File: src/include/rxtp_pkg.sv
// Package of constants and types for the receiver tuning and preamble register bank
package rxtp_pkg;

	// Register offsets on the serial port
	localparam logic [7:0] RXTP_OFS_AFC_HOLD = 8'h08;
	localparam logic [7:0] RXTP_OFS_LO_HIGH = 8'h09;
	localparam logic [7:0] RXTP_OFS_LO_MID = 8'h0a;
	localparam logic [7:0] RXTP_OFS_LO_LOW = 8'h0b;
	localparam logic [7:0] RXTP_OFS_SYNC_LEN = 8'h0c;
	localparam logic [7:0] RXTP_OFS_SYNC_LOW = 8'h0d;
	localparam logic [7:0] RXTP_OFS_SYNC_HIGH = 8'h0e;
	localparam logic [7:0] RXTP_OFS_SIGNAL_STRENGTH = 8'h10;

	// Reset values
	localparam logic RXTP_RST_AFC_HOLD = 1'h0;
	localparam logic [7:0] RXTP_RST_LO_HIGH = 8'h13;
	localparam logic [7:0] RXTP_RST_LO_MID = 8'ha9;
	localparam logic [7:0] RXTP_RST_LO_LOW = 8'h9a;
	localparam logic [3:0] RXTP_RST_SYNC_LEN = 4'hf;
	localparam logic [7:0] RXTP_RST_SYNC_LOW = 8'h00;
	localparam logic [7:0] RXTP_RST_SYNC_HIGH = 8'h00;
	localparam logic [7:0] RXTP_RST_SIGNAL_STRENGTH = 8'h00;

	// Field layout
	localparam int RXTP_AFC_HOLD_BIT = 6;
	localparam int RXTP_SYNC_LEN_W = 4;
	localparam logic [4:0] RXTP_SYNC_LEN_ADD = 5'h01;

	// Serial port framing
	localparam logic [3:0] RXTP_BITS_PER_BYTE = 4'h8;
	localparam logic [7:0] RXTP_READ_ZERO = 8'h00;

	// Serial port states, Gray coded along the usual path
	typedef enum logic [2:0] {
		RXTP_ST_IDLE = 3'h0,
		RXTP_ST_ADDR = 3'h1,
		RXTP_ST_ADDR_ACK = 3'h3,
		RXTP_ST_WRITE = 3'h2,
		RXTP_ST_WRITE_ACK = 3'h6,
		RXTP_ST_READ = 3'h7,
		RXTP_ST_READ_ACK = 3'h5
	} rxtp_state_t;

	// Serial pins as they travel through the synchroniser
	typedef struct packed {
		logic scl;
		logic sda;
	} rxtp_pins_t;

	// One register write from the serial port
	typedef struct packed {
		logic wr;
		logic [7:0] addr;
		logic [7:0] data;
	} rxtp_wr_t;

endpackage

File: src/hdl/rxtp_regs_top.sv
// Register bank top: serial slave port, tuning and preamble registers, AFC hold
`timescale 1ns/1ns
module rxtp_regs_top
	import rxtp_pkg::*;
#(
	parameter logic [6:0] DEV_ADDR = 7'h38
) (
	input wire logic CLK_I,
	input wire logic ARST_N_I,
	input wire logic SCL_I,
	input wire logic SDA_I,
	output logic SDA_O,
	output logic SDA_OE_O,
	input wire logic [7:0] SIGNAL_STRENGTH_I,
	input wire logic SIGNAL_STRENGTH_VLD_I,
	input wire logic ASK_MODE_I,
	input wire logic PREAMBLE_DET_I,
	input wire logic RX_RESTART_I,
	output logic AFC_RUN_O,
	output logic [23:0] LO_TUNING_WORD_O,
	output logic [4:0] SYNC_LENGTH_O,
	output logic [15:0] SYNC_PATTERN_O
);
	logic [1:0] rst_ff;
	logic rst_n;
	rxtp_pins_t pins_raw;
	rxtp_pins_t pins_s;
	logic scl_q_ff;
	logic sda_q_ff;
	logic scl_rise;
	logic scl_fall;
	logic start_cond;
	logic stop_cond;
	rxtp_state_t state_ff;
	rxtp_state_t nxt_state;
	logic [3:0] bit_cnt_ff;
	logic [7:0] shift_ff;
	logic [7:0] tx_ff;
	logic [7:0] ptr_ff;
	logic [7:0] ptr_inc;
	logic [7:0] rd_cur;
	logic [7:0] rd_next;
	logic rw_ff;
	logic first_ff;
	logic nack_ff;
	logic sda_oe_ff;
	logic sda_o_ff;
	rxtp_wr_t wr;
	logic afc_hold_ff;
	logic [7:0] lo_high_ff;
	logic [7:0] lo_mid_ff;
	logic [7:0] lo_low_ff;
	logic [3:0] sync_len_ff;
	logic [7:0] sync_low_ff;
	logic [7:0] sync_high_ff;
	logic [7:0] signal_strength_ff;
	logic [4:0] sync_bits_ff;

	// Read decode, used both for the first byte and for auto-increment reads
	function automatic logic [7:0] reg_read(input logic [7:0] addr);
		logic [7:0] val;
		val = RXTP_READ_ZERO;
		case (addr)
			RXTP_OFS_AFC_HOLD: val[RXTP_AFC_HOLD_BIT] = afc_hold_ff;
			RXTP_OFS_LO_HIGH: val = lo_high_ff;
			RXTP_OFS_LO_MID: val = lo_mid_ff;
			RXTP_OFS_LO_LOW: val = lo_low_ff;
			RXTP_OFS_SYNC_LEN: val[RXTP_SYNC_LEN_W-1:0] = sync_len_ff;
			RXTP_OFS_SYNC_LOW: val = sync_low_ff;
			RXTP_OFS_SYNC_HIGH: val = sync_high_ff;
			RXTP_OFS_SIGNAL_STRENGTH: val = signal_strength_ff;
			default: val = RXTP_READ_ZERO;
		endcase
		return val;
	endfunction

	// Reset release through two flops; assertion stays asynchronous
	always_ff @(posedge CLK_I or negedge ARST_N_I) begin
		if (!ARST_N_I) begin
			rst_ff <= 2'h0;
		end else begin
			rst_ff <= {rst_ff[0], 1'b1};
		end
	end
	assign rst_n = rst_ff[1];

	// Pins are asynchronous to the core clock
	assign pins_raw = '{scl: SCL_I, sda: SDA_I};

	rxtp_sync #(
		.WIDTH($bits(rxtp_pins_t)),
		.STAGES(2)
	) u_sync (
		.clk_i(CLK_I),
		.rst_n_i(rst_n),
		.d_i(pins_raw),
		.q_o(pins_s)
	);

	// Edge history of the settled pin levels
	always_ff @(posedge CLK_I or negedge rst_n) begin
		if (!rst_n) begin
			scl_q_ff <= 1'b1;
			sda_q_ff <= 1'b1;
		end else begin
			scl_q_ff <= pins_s.scl;
			sda_q_ff <= pins_s.sda;
		end
	end

	// Both pins pass the same chain, so their relative timing is preserved
	assign scl_rise = pins_s.scl && !scl_q_ff;
	assign scl_fall = !pins_s.scl && scl_q_ff;
	assign start_cond = pins_s.scl && scl_q_ff && sda_q_ff && !pins_s.sda;
	assign stop_cond = pins_s.scl && scl_q_ff && !sda_q_ff && pins_s.sda;

	// Protocol state; start and stop override everything
	always_comb begin
		nxt_state = state_ff;
		if (start_cond) begin
			nxt_state = RXTP_ST_ADDR;
		end else if (stop_cond) begin
			nxt_state = RXTP_ST_IDLE;
		end else if (scl_fall) begin
			case (state_ff)
				RXTP_ST_ADDR: begin
					if (bit_cnt_ff == RXTP_BITS_PER_BYTE) begin
						nxt_state = (shift_ff[7:1] == DEV_ADDR) ? RXTP_ST_ADDR_ACK : RXTP_ST_IDLE;
					end
				end
				RXTP_ST_ADDR_ACK: nxt_state = rw_ff ? RXTP_ST_READ : RXTP_ST_WRITE;
				RXTP_ST_WRITE: begin
					if (bit_cnt_ff == RXTP_BITS_PER_BYTE) begin
						nxt_state = RXTP_ST_WRITE_ACK;
					end
				end
				RXTP_ST_WRITE_ACK: nxt_state = RXTP_ST_WRITE;
				RXTP_ST_READ: begin
					if (bit_cnt_ff == RXTP_BITS_PER_BYTE) begin
						nxt_state = RXTP_ST_READ_ACK;
					end
				end
				RXTP_ST_READ_ACK: nxt_state = nack_ff ? RXTP_ST_IDLE : RXTP_ST_READ;
				RXTP_ST_IDLE: nxt_state = RXTP_ST_IDLE;
				default: nxt_state = RXTP_ST_IDLE;
			endcase
		end
	end

	always_ff @(posedge CLK_I or negedge rst_n) begin
		if (!rst_n) begin
			state_ff <= RXTP_ST_IDLE;
		end else begin
			state_ff <= nxt_state;
		end
	end

	// Bit sampling on rising clock; the count restarts at each byte boundary
	always_ff @(posedge CLK_I or negedge rst_n) begin
		if (!rst_n) begin
			bit_cnt_ff <= 4'h0;
			shift_ff <= 8'h00;
			nack_ff <= 1'b0;
		end else if (start_cond || nxt_state != state_ff) begin
			bit_cnt_ff <= 4'h0;
		end else if (scl_rise) begin
			bit_cnt_ff <= bit_cnt_ff + 4'h1;
			shift_ff <= {shift_ff[6:0], pins_s.sda};
			if (state_ff == RXTP_ST_READ_ACK) begin
				nack_ff <= pins_s.sda; // High on the ack slot ends the read
			end
		end
	end

	// Direction bit captured at the end of the address byte
	always_ff @(posedge CLK_I or negedge rst_n) begin
		if (!rst_n) begin
			rw_ff <= 1'b0;
		end else if (state_ff == RXTP_ST_ADDR && nxt_state == RXTP_ST_ADDR_ACK) begin
			rw_ff <= shift_ff[0];
		end
	end

	// Pointer: first written byte after the address sets it, later bytes auto-increment
	always_ff @(posedge CLK_I or negedge rst_n) begin
		if (!rst_n) begin
			ptr_ff <= 8'h00;
			first_ff <= 1'b0;
		end else if (state_ff == RXTP_ST_ADDR_ACK && nxt_state == RXTP_ST_WRITE) begin
			first_ff <= 1'b1;
		end else if (state_ff == RXTP_ST_WRITE && nxt_state == RXTP_ST_WRITE_ACK) begin
			first_ff <= 1'b0;
			ptr_ff <= first_ff ? shift_ff : ptr_inc;
		end else if (state_ff == RXTP_ST_READ_ACK && nxt_state == RXTP_ST_READ) begin
			ptr_ff <= ptr_inc;
		end
	end

	// Read data at the pointer and the next one; a process, not an assign, so it sees register changes
	assign ptr_inc = ptr_ff + 8'h01;
	always_comb begin
		rd_cur = reg_read(ptr_ff);
		rd_next = reg_read(ptr_inc);
	end

	// Register write request, one cycle wide, at the end of each data byte
	assign wr.wr = state_ff == RXTP_ST_WRITE && nxt_state == RXTP_ST_WRITE_ACK && !first_ff;
	assign wr.addr = ptr_ff;
	assign wr.data = shift_ff;

	// Transmit byte; loaded ahead of the first data clock so bit 7 is already on the line
	always_ff @(posedge CLK_I or negedge rst_n) begin
		if (!rst_n) begin
			tx_ff <= 8'h00;
		end else if (state_ff == RXTP_ST_ADDR_ACK && nxt_state == RXTP_ST_READ) begin
			tx_ff <= rd_cur;
		end else if (state_ff == RXTP_ST_READ_ACK && nxt_state == RXTP_ST_READ) begin
			tx_ff <= rd_next;
		end else if (state_ff == RXTP_ST_READ && scl_fall) begin
			tx_ff <= {tx_ff[6:0], 1'b0};
		end
	end

	// Open-drain drive: only ever pull low, enable reflects the bit being sent
	always_ff @(posedge CLK_I or negedge rst_n) begin
		if (!rst_n) begin
			sda_oe_ff <= 1'b0;
			sda_o_ff <= 1'b0;
		end else begin
			sda_o_ff <= 1'b0;
			case (nxt_state)
				RXTP_ST_ADDR_ACK: sda_oe_ff <= 1'b1;
				RXTP_ST_WRITE_ACK: sda_oe_ff <= 1'b1;
				RXTP_ST_READ: begin
					if (state_ff == RXTP_ST_ADDR_ACK) begin
						sda_oe_ff <= !rd_cur[7];
					end else if (state_ff == RXTP_ST_READ_ACK) begin
						sda_oe_ff <= !rd_next[7];
					end else if (scl_fall) begin
						sda_oe_ff <= !tx_ff[6];
					end
				end
				default: sda_oe_ff <= 1'b0;
			endcase
		end
	end

	// AFC hold option; reserved low bits are not stored and read back zero
	always_ff @(posedge CLK_I or negedge rst_n) begin
		if (!rst_n) begin
			afc_hold_ff <= RXTP_RST_AFC_HOLD;
		end else if (wr.wr && wr.addr == RXTP_OFS_AFC_HOLD) begin
			afc_hold_ff <= wr.data[RXTP_AFC_HOLD_BIT];
		end
	end

	// LO centre tuning word, three bytes written independently
	always_ff @(posedge CLK_I or negedge rst_n) begin
		if (!rst_n) begin
			lo_high_ff <= RXTP_RST_LO_HIGH;
			lo_mid_ff <= RXTP_RST_LO_MID;
			lo_low_ff <= RXTP_RST_LO_LOW;
		end else if (wr.wr) begin
			if (wr.addr == RXTP_OFS_LO_HIGH) begin
				lo_high_ff <= wr.data;
			end
			if (wr.addr == RXTP_OFS_LO_MID) begin
				lo_mid_ff <= wr.data;
			end
			if (wr.addr == RXTP_OFS_LO_LOW) begin
				lo_low_ff <= wr.data;
			end
		end
	end

	// Preamble length field and pattern bytes
	always_ff @(posedge CLK_I or negedge rst_n) begin
		if (!rst_n) begin
			sync_len_ff <= RXTP_RST_SYNC_LEN;
			sync_low_ff <= RXTP_RST_SYNC_LOW;
			sync_high_ff <= RXTP_RST_SYNC_HIGH;
		end else if (wr.wr) begin
			if (wr.addr == RXTP_OFS_SYNC_LEN) begin
				sync_len_ff <= wr.data[RXTP_SYNC_LEN_W-1:0];
			end
			if (wr.addr == RXTP_OFS_SYNC_LOW) begin
				sync_low_ff <= wr.data;
			end
			if (wr.addr == RXTP_OFS_SYNC_HIGH) begin
				sync_high_ff <= wr.data;
			end
		end
	end

	// Pattern length in bits, one cycle behind the field to keep the output registered
	always_ff @(posedge CLK_I or negedge rst_n) begin
		if (!rst_n) begin
			sync_bits_ff <= {1'b0, RXTP_RST_SYNC_LEN} + RXTP_SYNC_LEN_ADD;
		end else begin
			sync_bits_ff <= {1'b0, sync_len_ff} + RXTP_SYNC_LEN_ADD;
		end
	end

	// Signal strength follows the demodulator only; the port write path never touches it
	always_ff @(posedge CLK_I or negedge rst_n) begin
		if (!rst_n) begin
			signal_strength_ff <= RXTP_RST_SIGNAL_STRENGTH;
		end else if (SIGNAL_STRENGTH_VLD_I) begin
			signal_strength_ff <= SIGNAL_STRENGTH_I;
		end
	end

	rxtp_afc_hold u_afc_hold (
		.clk_i(CLK_I),
		.rst_n_i(rst_n),
		.hold_en_i(afc_hold_ff),
		.ask_mode_i(ASK_MODE_I),
		.preamble_det_i(PREAMBLE_DET_I),
		.rx_restart_i(RX_RESTART_I),
		.afc_run_o(AFC_RUN_O)
	);

	// Outputs straight from flops
	assign SDA_O = sda_o_ff;
	assign SDA_OE_O = sda_oe_ff;
	assign LO_TUNING_WORD_O = {lo_high_ff, lo_mid_ff, lo_low_ff};
	assign SYNC_LENGTH_O = sync_bits_ff;
	assign SYNC_PATTERN_O = {sync_high_ff, sync_low_ff};
endmodule

File: src/hdl/rxtp_sync.sv
// Two-flop synchroniser for asynchronous pin levels
`timescale 1ns/1ns
module rxtp_sync #(
	parameter int WIDTH = 2,
	parameter int STAGES = 2
) (
	input wire logic clk_i,
	input wire logic rst_n_i,
	input wire logic [WIDTH-1:0] d_i,
	output logic [WIDTH-1:0] q_o
);
	logic [WIDTH-1:0] stage_ff [STAGES];
	logic [WIDTH-1:0] idle_val;

	// Refuse a chain too short to settle metastability
	if (STAGES < 2 || WIDTH < 1) begin : g_check
		$error("rxtp_sync needs at least two stages and one bit");
	end

	assign idle_val = '1;

	// Idle bus level is high, so reset to ones to avoid a false start
	always_ff @(posedge clk_i or negedge rst_n_i) begin
		if (!rst_n_i) begin
			for (int i = 0; i < STAGES; i++) begin
				stage_ff[i] <= '1;
			end
		end else begin
			stage_ff[0] <= d_i;
			for (int i = 1; i < STAGES; i++) begin
				stage_ff[i] <= stage_ff[i-1];
			end
		end
	end

	assign q_o = stage_ff[STAGES-1] & idle_val;
endmodule

File: src/hdl/rxtp_afc_hold.sv
// AFC hold control: gates synthesizer updates after a preamble
`timescale 1ns/1ns
module rxtp_afc_hold
	import rxtp_pkg::*;
(
	input wire logic clk_i,
	input wire logic rst_n_i,
	input wire logic hold_en_i,
	input wire logic ask_mode_i,
	input wire logic preamble_det_i,
	input wire logic rx_restart_i,
	output logic afc_run_o
);
	logic afc_run_ff;
	logic nxt_afc_run;

	// Freeze is sticky until a new reception starts or ASK mode is set; clearing the option releases it at once
	always_comb begin
		nxt_afc_run = afc_run_ff;
		if (rx_restart_i || !hold_en_i || ask_mode_i) begin
			nxt_afc_run = 1'b1;
		end else if (preamble_det_i) begin
			nxt_afc_run = 1'b0;
		end
	end

	always_ff @(posedge clk_i or negedge rst_n_i) begin
		if (!rst_n_i) begin
			afc_run_ff <= 1'b1;
		end else begin
			afc_run_ff <= nxt_afc_run;
		end
	end

	assign afc_run_o = afc_run_ff;
endmodule

File: config.mk
export PLATFORM = sky130hd
export DESIGN_NAME = rxtp_regs_top
export DESIGN_NICKNAME = d
export VERILOG_FILES = /design/src/include/rxtp_pkg.sv /design/src/hdl/rxtp_regs_top.sv /design/src/hdl/rxtp_sync.sv /design/src/hdl/rxtp_afc_hold.sv
export SDC_FILE = /design/constraint.sdc
export NUM_CORES = 1
export LEC_CHECK = 0
export BUFFER_PORTS_ARGS = -buffer_cell sky130_fd_sc_hd__buf_2
export CAP_MARGIN = 20
export CORE_MARGIN = 8
export CORE_UTILIZATION = 45
export CTS_BUF_LIST = sky130_fd_sc_hd__clkbuf_8
export DETAILED_ROUTE_END_ITERATION = 10
export MAX_ROUTING_LAYER = met4
export SETUP_SLACK_MARGIN = 0.05
export SLEW_MARGIN = 20
export SYNTH_ARGS = -nofsm -noshare
export SYNTH_HDL_FRONTEND = slang
export SYNTH_SLANG_ARGS = --single-unit
export TNS_END_PERCENT = 5
File: constraint.sdc
create_clock -name CLK_I -period 8.9 [get_ports CLK_I]
set_input_delay 0.89 -clock CLK_I [delete_from_list [all_inputs] [get_ports CLK_I]]
set_output_delay 0.89 -clock CLK_I [all_outputs]
set_load 0.1 [all_outputs]
* Word level (Yosys, flattened, before mapping) *
Index checks and enable logic that the tools add are counted.

word-level totals
  flip-flop bits (word level) = 101
  input bits = 16
  output and inout port bits = 48

cells by class
  $add $sub $neg = 3
  equality and inequality tests = 30
  multiplexer cells = 34
  bitwise logic cells = 2
  reduce and logical (&&, ||, !) cells = 42

operators by type and width
  operator                                        number
  == test 8 x 4 -> 1 bit (second input constant)  14
  one-hot mux 4 bit (7 select lines)              2
  two-way mux 3 bit                               8
  two-way mux 8 bit                               3
  one-hot mux 2 bit (6 select lines)              2
  two-way mux 7 bit                               3
  one-hot mux 3 bit (6 select lines)              1
  == test 8 x 5 -> 1 bit (second input constant)  2
  AND reduction 2 bit                             8
  == test 3 bit (second input constant)           5
  logical AND 1 bit                               15
  one-hot mux 1 bit (7 select lines)              2
  == test 3 x 2 -> 1 bit (second input constant)  4
  one-hot mux 1 bit (6 select lines)              2
  zero test 1 bit                                 9
  adder 8 x 1 -> 8 bit (second input constant)    1
  two-way mux 4 bit                               2
  nonzero test 2 bit                              4
  == test 7 x 6 -> 1 bit (second input constant)  1
  two-way mux 1 bit                               7
  adder 4 x 1 -> 5 bit (second input constant)    1
  adder 4 x 1 -> 4 bit (second input constant)    1
  == test 4 bit (second input constant)           1
  != test 4 x 2 -> 1 bit (second input constant)  1
  other kinds (9)                                 12

* Depth between registers and ports, before layout *
Gate-level depths: netlist (run 1).

  depth in word-level cells = 11
  depth in mapped cells = 10
  depth with buffers taken out = 8

* Cells and area by module *
From an unflattened synthesis (run 1), not the netlist that was laid out.

second synthesis, totals
  cells, all modules = 512
  area total of the unflattened synthesis = 5465.2 um^2

modules (own cells, without submodules)
  module         instances  cells an instance  area an instance (um^2)  sequential area each (um^2)
  rxtp_regs_top  1          502                5303.8                   2424.8
  rxtp_sync      1          6                  120.1                    105.1
  rxtp_afc_hold  1          4                  41.3                     26.3

* Worst setup path before layout (run 1) *
Ideal clock, no wire load.

  path type = reg2reg
  start = register ptr_ff[0]
  end = register sda_oe_ff, in the netlist SDA_OE_O
  setup time = 0.126 ns
  arrival = 2.278 ns
  setup slack = 6.497 ns
  cell stages (with the launch flop) = 8
  clock period less this slack = 2.403 ns
  cell sequence = dfrtp_1 ha_1 or3_1 a211o_1 a211oi_4 a221oi_2 o21a_1 o311a_1

on the way
  word-level cells in the longest chain between the ends = 7

RTL lines
  element                                                           RTL line              source
  from (decl)                                                       rxtp_regs_top.sv:39   logic [7:0] ptr_ff;
  from (signal assigned)                                            rxtp_regs_top.sv:193  ptr_ff <= first_ff ? shift_ff : ptr_inc;
  from (signal assigned)                                            rxtp_regs_top.sv:195  ptr_ff <= ptr_inc;
  adder 8 x 1 -> 8 bit                                              rxtp_regs_top.sv:200  assign ptr_inc = ptr_ff + 8'h01;
  == test 8 x 5 -> 1 bit or == test 8 x 4 -> 1 bit (tied branches)  rxtp_regs_top.sv:63   case (addr)
  one-hot mux 1 bit (6 select lines)                                rxtp_regs_top.sv:63
  zero test 1 bit                                                   rxtp_regs_top.sv:238  sda_oe_ff <= !rd_next[7];
  two-way mux 1 bit                                                 rxtp_regs_top.sv:237  end else if (state_ff == RXTP_ST_READ_ACK) begin
  two-way mux 1 bit *                                               rxtp_regs_top.sv:235  if (state_ff == RXTP_ST_ADDR_ACK) begin
  one-hot mux 1 bit (2 select lines) *                              rxtp_regs_top.sv:231  case (nxt_state)
  to (signal assigned)                                              rxtp_regs_top.sv:236  sda_oe_ff <= !rd_cur[7];
  to (signal assigned)                                              rxtp_regs_top.sv:238
  to (signal assigned)                                              rxtp_regs_top.sv:240  sda_oe_ff <= !tx_ff[6];
  to (decl)                                                         rxtp_regs_top.sv:46   logic sda_oe_ff;

Mark *: on every way between the ends. The rest lies on a longest branch, timed or not.
A chain may end at the register's enable or synchronous reset.

* Worst setup path in the final report (run 1) *
Same ends and word-level chain as after synthesis.

==> results of run 1 <==
-- per-layer routing --
layer  wire [um]  vias to the layer above  global-route usage
li1            -                     2069                   -
met1        7430                     2214               0.287
met2        6690                      215               0.279
met3        1240                       26              0.0474
met4         396                        0              0.0741
met5           0                        -                   -
-- sequential cells by signal (all words and copies together), names as in the netlist, 2 cells and up --
register / flops
tx_ff: 7
ptr_ff: 8
shift_ff: 8
rst_ff: 2
signal_strength_ff: 8
u_sync.stage_ff: 2
lo_high_ff: 8
sync_high_ff: 8
bit_cnt_ff: 4
lo_low_ff: 8
SYNC_LENGTH_O: 5
sync_len_ff: 4
lo_mid_ff: 8
state_ff: 3
u_sync.q_o: 2
sync_low_ff: 8
-- kinds of logic after synthesis --
logic type / Yosys count / share of synthesized area
compound gates: 134 / 0.188
mux: 69 / 0.134
flops: 101 / 0.451
fa+ha+maj: 7 / 0.0154
buf+inv: 47 / 0.0359
simple gates: 163 / 0.162
xor+xnor: 8 / 0.0123
other cells: 2 / 0.00132
-- layout make-up --
type,count,area (um^2)
Fill cell,1132,6190
Multi-Input combinational cell,383,2910
Sequential cell,101,2560
Timing Repair Buffer,65,333
Tap cell,172,215
Clock buffer,9,124
Clock inverter,7,82.6
Inverter,13,48.8
-- worst max-delay path, cell delays in order (launching register included) --
cell and delay (ps):
dfrtp_1 490, inv_1 120, ha_1 770, nor4bb_1 430
and2_1 390, a221o_1 210, o211ai_1 90, o311a_1 340
-- cell usage after synthesis, types with 4 or more instances --
master,instances
nand2b_1,6
clkbuf_1,18
nor2_1,36
ha_1,7
inv_1,12
o22ai_1,5
a22o_1,10
mux2_1,8
a211oi_1,5
a222oi_1,13
and3_1,4
nor3_1,4
buf_2,11
dfrtp_1,78
dfstp_2,23
mux2i_1,13
a21oi_1,26
xor2_1,4
mux2_2,48
nand3_1,17
a2bb2oi_1,4
o21ai_0,17
a32oi_1,7
a31oi_1,4
xnor2_1,4
and2_1,4
nand2_1,51
o2bb2ai_1,5
-- metrics by stage --
stage,hold WS [ps],total power [W],cells
after floorplan,331,0.00108,531
after global placement,346,0.00120,734
after detailed placement,340,0.00121,734
after CTS,246,0.00152,750
after global routing,239,0.00161,750
final,260,0.00152,750
-- cells in the final DEF, fill, tap and decap left out, drive strengths merged, types with 3 or more instances in the layout --
cell type	count
a32oi	7
clkbuf	9
xnor2	4
buf	65
a22o	10
mux2i	13
nand3	19
o22ai	5
nand4b	3
o2bb2ai	5
mux2	56
inv	15
a21oi	28
nand3b	3
nor4	3
nand2	51
nor2	38
and3	4
o21a	3
xor2	4
o211ai	4
a221oi	3
dfstp	23
and2	7
a221o	3
a31oi	4
a2bb2oi	4
clkinv	3
dfrtp	78
nor3	6
or3	4
nand4	4
o21ai	20
ha	7
nand2b	6
a211oi	6
o22a	3
a222oi	13
-- power groups by stage --
stage	sequential, W	combinational, W	clock (W)
floorplan	0.000632	0.000451	0
global placement	0.000642	0.000561	0
detailed placement	0.000645	0.000566	0
CTS	0.000637	0.000568	0.000312
global route	0.000651	0.000623	0.000332
finish	0.000639	0.000572	0.000304
-- path summary, 6_finish.rpt --
kind / slack (ps) / to / startpoint / cells after the start
max in group asynchronous: 7460 / state_ff[2]$_DFF_PN0_ / rst_ff[1]$_DFF_PN0_ / 1
min in group CLK_I: 360 / rst_ff[1]$_DFF_PN0_ / rst_ff[0]$_DFF_PN0_ / 0
worst min-delay path: 260 / rst_ff[1]$_DFF_PN0_ / ARST_N_I / 1
worst max register to register: 5950 / SDA_OE_O$_DFFE_PN0P_ / ptr_ff[0]$_DFFE_PN0P_ / 7
worst max-delay path: 5950 / SDA_OE_O$_DFFE_PN0P_ / ptr_ff[0]$_DFFE_PN0P_ / 7
worst min register to register: 340 / lo_mid_ff[4]$_DFFE_PN0P_ / rst_ff[1]$_DFF_PN0_ / 0
==> summary.txt, run 1 <==
Floorplanning
  • Die span in y: 128 um
  • Initial Util: 0.455
  • CORE AREA: 12,500 um^2
  • Total die area: 16,500 um^2
  • Ports: 64
  • Row count: 41
  • Die W: 128 um

GRT
  • GRT overflow: 0
  • GR Util All Layers: 0.204
  • Largest net degree at the start of global routing: 54
  • Vias in the first global route: 4,246
  • Initial antenna violation count: 0
  • First-pass GRT wire length: 25.0 mm

Pwr
  • Int Power: 0.000848 W
  • Clock network fraction of design power: 0.200
  • Sw Pwr: 0.000667 W
  • Sw Ratio: 0.440
  • Logic pwr share: 0.377
  • Worst VDD drop: 172 uV
  • Leak Pwr: 2.85 nW
  • Register share of total power: 0.422
  • Pwr Density: 241 nW/um^2

Cells and area
  • Nets: 596
  • N_diodes: 0
  • Final core occ: 0.503
  • Layout area overhead: 10.6%
  • Post-route cell area: 6280 um^2
  • Layout cells sized above 1: 0.318

Timing
  • Final worst path period share: 0.332
  • Slew HR: 0.348
  • Final min period: 2950 ps
  • Final setup violation count: 0
  • Final Worst Setup Slack: 5950 ps
  • Clock Skews: 12.6 ps
  • Worst slew pin tran: 976 ps
  • Fmax: 338 MHz
  • RSZ-0062 raised after global routing: false
  • Hold Fails Final Rpt: 0
  • Setup TNS: 0 ps
  • Final Max Slew Viols: 0

Logic synthesis
  • Syn nets: 554
  • Mapped cell area: 5670 um^2
  • Synth unique cells: 83
  • Dominant cells by area after synthesis: dfrtp_1, dfstp_2, mux2_2, nand2_1, nor2_1
  • Synth Flop Type: dfrtp_1
  • Mapped Cells: 531
  • Syn avg cell area: 10.7 um^2
  • #FFs+latches synth: 101
  • FFs w/ async S/R, synth: 1.00
  • Number of flops mapped to enable cells by yosys: 0
  • Yosys warns: 0
  • Share of the synthesized area in the top cell type: 0.344
  • Seq/Total Area, Yosys: 0.451
  • Yosys top cell by area: dfrtp_1

Clock network
  • Clock tree buffer depth: 2
  • # Post-CTS Setup Buffers: 0
  • CTS resizes: 0
  • TritonCTS buffer count: 9
  • Clk_lat worst skew: 390 ps
  • H-tree Lvls: 3
  • Root buf cell: clkbuf_8
  • Worst-path clk slew: 100 ps
  • CTS sink count: 101
  • CTS Hold Buffers Added: 0
  • CTS tree: built

Setup path
  • Arrival time worst endpoint: 3230 ps
  • Critical Path RT: 9180 ps
  • Setup crit end kind: flop
  • Crit Path Class: flop to flop
  • CP max FO: 26
  • CP Launch Type: flop

Hold path
  • Hold Path Class: input port to asynchronous set/reset pin

Outcome
  • Outcome: finished, final reports clean

Route
  • Initial detailed-routing violation count: 552
  • Drt first pass iters: 9
  • Avg Vias per Cell: 6.03
  • Remaining DRCs: 0
  • Average routed wire per standard cell: 21.0 um
  • Routed wire length: 15.8 mm
  • Total number of vias: 4,524
  • Number of nets with antenna violations after routing: 0

Placement
  • HPWL after DPL: 11.6 mm
  • Placed cell areas: 6070 um^2
  • Port Buf Inserts: 62
  • Post-Place Worst Slack: 6060 ps
  • GP Congestion: 0.908

Flow run
  • Total of max-cap violations: 0
Power figures use the tool's default switching activity.
==> run 2, diff against run 1 <==
Settings changed: ABC_AREA set to 1, PLACE_DENSITY set to 0.67.
Clock period 8.9 ns to 2.5 ns, I/O delays scaled along.
==> run 2 against run 1 <==
  * Final cell count is 28% higher
  * Highest routed layer unchanged
  * Combinational power grew to 2.8 times the previous value
  * Critical endpoint is now tx_ff[1]$_DFFE_PN0P_
  * Register-to-register slack worse by 5800 ps
==> summary.txt, run 2 <==
Route
  • Routed wire length: 16.9 mm (+7.0%)
  • Initial detailed-routing violation count: 437 (-21%)
  • Total number of vias: 5,216 (+15%)
  • Drt first pass iters: 5 (-4)
  • Remaining DRCs: 0 (unchanged)
  • Average routed wire per standard cell: 17.6 um (-16%)
  • Number of nets with antenna violations after routing: 0 (unchanged)
  • Avg Vias per Cell: 5.43 (-9.9%)

Logic synthesis
  • Number of flops mapped to enable cells by yosys: 0 (unchanged)
  • Share of the synthesized area in the top cell type: 0.354 (+0.0100)
  • Synth Flop Type: dfrtp_1
  • Yosys top cell by area: dfrtp_1
  • Syn avg cell area: 7.66 um^2 (-28%)
  • #FFs+latches synth: 101 (unchanged)
  • Dominant cells by area after synthesis: dfrtp_1, nand2_1, dfstp_2, inv_1, nor2_1
  • Syn nets: 743 (+34%)
  • Seq/Total Area, Yosys: 0.464 (+0.0131)
  • Synth unique cells: 40 (-52%)
  • Mapped cell area: 5510 um^2 (-2.8%)
  • Top post-synthesis cells by count: nand2_1, inv_1, dfrtp_1
  • Yosys warns: 0 (unchanged)
  • FFs w/ async S/R, synth: 1.00 (unchanged)
  • Mapped Cells: 720 (+36%)
  • Count leader, synth: nand2_1

Clock network
  • TritonCTS buffer count: 9 (unchanged)
  • Clock tree buffer depth: 2 (unchanged)
  • H-tree Lvls: 3 (unchanged)
  • CTS tree: built
  • Root buf cell: clkbuf_8
  • Clk_lat worst skew: 390 ps (about the same)
  • Worst-path clk slew: 100 ps (about the same)
  • CTS sink count: 101 (unchanged)

GRT
  • Largest net degree at the start of global routing: 100 (+85%)
  • GR Util All Layers: 0.218 (+0.0133)
  • GRT overflow: 0 (unchanged)
  • First-pass GRT wire length: 26.5 mm (+5.7%)
  • Vias in the first global route: 4,979 (+17%)
  • Initial antenna violation count: 0 (unchanged)

Cells and area
  • Final core occ: 0.542 (+0.0385)
  • Most frequent cells in the layout: nand2_1, inv_1, dfrtp_1
  • Filler cells: 1,198 (+5.8%)
  • Layout area overhead: 18.1%
  • Leading cell type in the layout, fill and taps excluded: nand2_1
  • Nets: 831 (+39%)
  • Non-Filler Instances: 960 (+28%)
  • N_diodes: 0 (unchanged)
  • Layout cells sized above 1: 0.208 (-0.110)

Pwr
  • Int Power: 0.00288 W (+240%)
  • Sw Pwr: 0.00187 W (+180%)
  • Register share of total power: 0.419 (-0.003)
  • Logic pwr share: 0.341 (-0.036)
  • Leak Pwr: 3.04 nW (+6.8%)
  • Pwr Total: 0.00476 W (+210%)
  • Pwr Density: 730 nW/um^2 (+200%)
  • Clock network fraction of design power: 0.240 (+0.040)
  • Sw Ratio: 0.394 (-0.0463)
  • Worst VDD drop: 504 uV (+190%)

Floorplanning
  • Die W: 127 um (-1.2%)
  • Ports: 64 (unchanged)
  • CORE AREA: 12,000 um^2 (-3.6%)
  • Total die area: 16,000 um^2 (-2.5%)
  • Initial Util: 0.459 (+0.00387)
  • Die span in y: 127 um (-1.2%)
  • Row count: 40 (-2.4%)

Setup path
  • Setup crit end kind: flop
  • CP max FO: 8 (-69%)
  • CP Launch Type: flop
  • Crit Path Class: flop to flop
  • Arrival time worst endpoint: 2600 ps (-630 ps)
  • Critical Path RT: 2790 ps (-6390 ps)

Placement
  • Placed insts: 931 (+27%)
  • GP Congestion: 0.925 (+2.0%)
  • Port Buf Inserts: 62 (unchanged)
  • HPWL after DPL: 12.5 mm (+7.6%)
  • Post-Place Worst Slack: 0.859 ps (-6060 ps)

Timing
  • Final setup violation count: 0 (unchanged)
  • Final Max Slew Viols: 0 (unchanged)
  • Clock Skews: 13.3 ps (+0.677 ps)
  • Fmax: 432 MHz (+28%)
  • Final Worst Setup Slack: 186 ps (-5760 ps)
  • Final min period: 2310 ps (-641 ps)
  • Slew HR: 0.657 (+0.309)
  • Hold Fails Final Rpt: 0 (unchanged)
  • Worst slew pin tran: 515 ps (-461 ps)
  • Final worst path period share: 0.925 (+0.593)
  • RSZ-0062 raised after global routing: true
  • Setup TNS: 0 ps (unchanged)

Flow run
  • Total of max-cap violations: 0 (unchanged)

Hold path
  • Hold Path Class: input port to flop

Outcome
  • Outcome: finished, final reports clean
-- run 2: cell types whose count changed in the layout (fill, tap and decap cells not counted), sizes merged, moves of 28 or more --
cell   before  now
mux2       56    0
nand2      51  194
nor2       38   75
inv        15   92
o21ai      20   96
buf        65   93
-- run 2: worst paths after layout --
kind	from	endpoint	slack, ps	depth (start not counted)
min in group asynchronous	ARST_N_I	rst_ff[1]$_DFF_PN0_	160	2
max	u_sync.q_o[1]$_DFF_PN1_	tx_ff[1]$_DFFE_PN0P_	190	12
max in group asynchronous	rst_ff[1]$_DFF_PN0_	lo_high_ff[0]$_DFFE_PN1P_	1710	1
min reg2reg	u_sync.stage_ff[3]$_DFF_PN1_	u_sync.q_o[1]$_DFF_PN1_	360	0
min	RX_RESTART_I	u_afc_hold.afc_run_o$_DFFE_PN1P_	60	3
max reg2reg	u_sync.q_o[1]$_DFF_PN1_	tx_ff[1]$_DFFE_PN0P_	190	12
-- run 2: final cells by class --
| type | count | area (um^2) | share of cell area |
|---|---|---|---|
| Clock buffer | 9 | 124 | 0.0190 |
| Clock inverter | 7 | 90.1 | 0.0138 |
| Inverter | 92 | 345 | 0.0530 |
| Multi-Input combinational cell | 507 | 2570 | 0.396 |
| Sequential cell | 101 | 2560 | 0.393 |
| Tap cell | 147 | 184 | 0.0283 |
| Timing Repair Buffer | 97 | 632 | 0.0971 |
-- run 2: critical path, cell delays in order, from the launching register on --
cell	delay, ps
dfstp_2	560
nand2_1	70
nor3_2	350
inv_1	160
nand3_1	150
a21oi_4	90
buf_4	160
nand4_4	140
nand3_4	110
buf_4	150
buf_4	120
nor2_1	100
a21oi_1	50
-- run 2: power groups by stage --
stage | logic (W) | registers (W) | clock network (W)
3_3_place_gp | 0.00151 | 0.00202 | 0
4_1_cts | 0.00155 | 0.00199 | 0.00118
6_report | 0.00162 | 0.00199 | 0.00114
3_5_place_dp | 0.00154 | 0.00202 | 0
2_1_floorplan | 0.000964 | 0.00206 | 0
5_1_grt | 0.00179 | 0.00202 | 0.00123
-- run 2: repair_timing --
item | in CTS | in global routing
pin swaps | 0 | 4
hold buffers | 4 | 0
resized for setup | 1 | 15
endpoints found under the hold margin | 5 | 0
setup endpoints to repair | 6 | 49
setup buffers | 0 | 9
-- run 2: cells by family after synthesis --
| logic type | after synthesis | share of synthesized area |
|---|---|---|
| AND/OR/NAND/NOR | 355 | 0.293 |
| AO/OA/AOI/OAI | 137 | 0.135 |
| buffers and inverters | 112 | 0.0810 |
| flip-flops | 101 | 0.464 |
| adder cells (fa/ha/maj) | 7 | 0.0159 |
| XOR/XNOR | 5 | 0.00794 |
| other | 2 | 0.00136 |
| multiplexers | 1 | 0.00182 |
-- run 2: layer usage --
metal	GRT usage	part of all wire	wire, um
met5	-	0	0
met4	0.0749	0.027	459
met3	0.0461	0.048	812
met2	0.343	0.48	8070
met1	0.273	0.45	7530
-- run 2: through the flow --
step	area, um^2	hold slack, ps
2_1_floorplan	5510	-45.6
3_3_place_gp	6110	35.8
3_5_place_dp	6110	37.2
4_1_cts	6370	45.7
5_1_grt	6510	62.2
6_report	6510	60.2
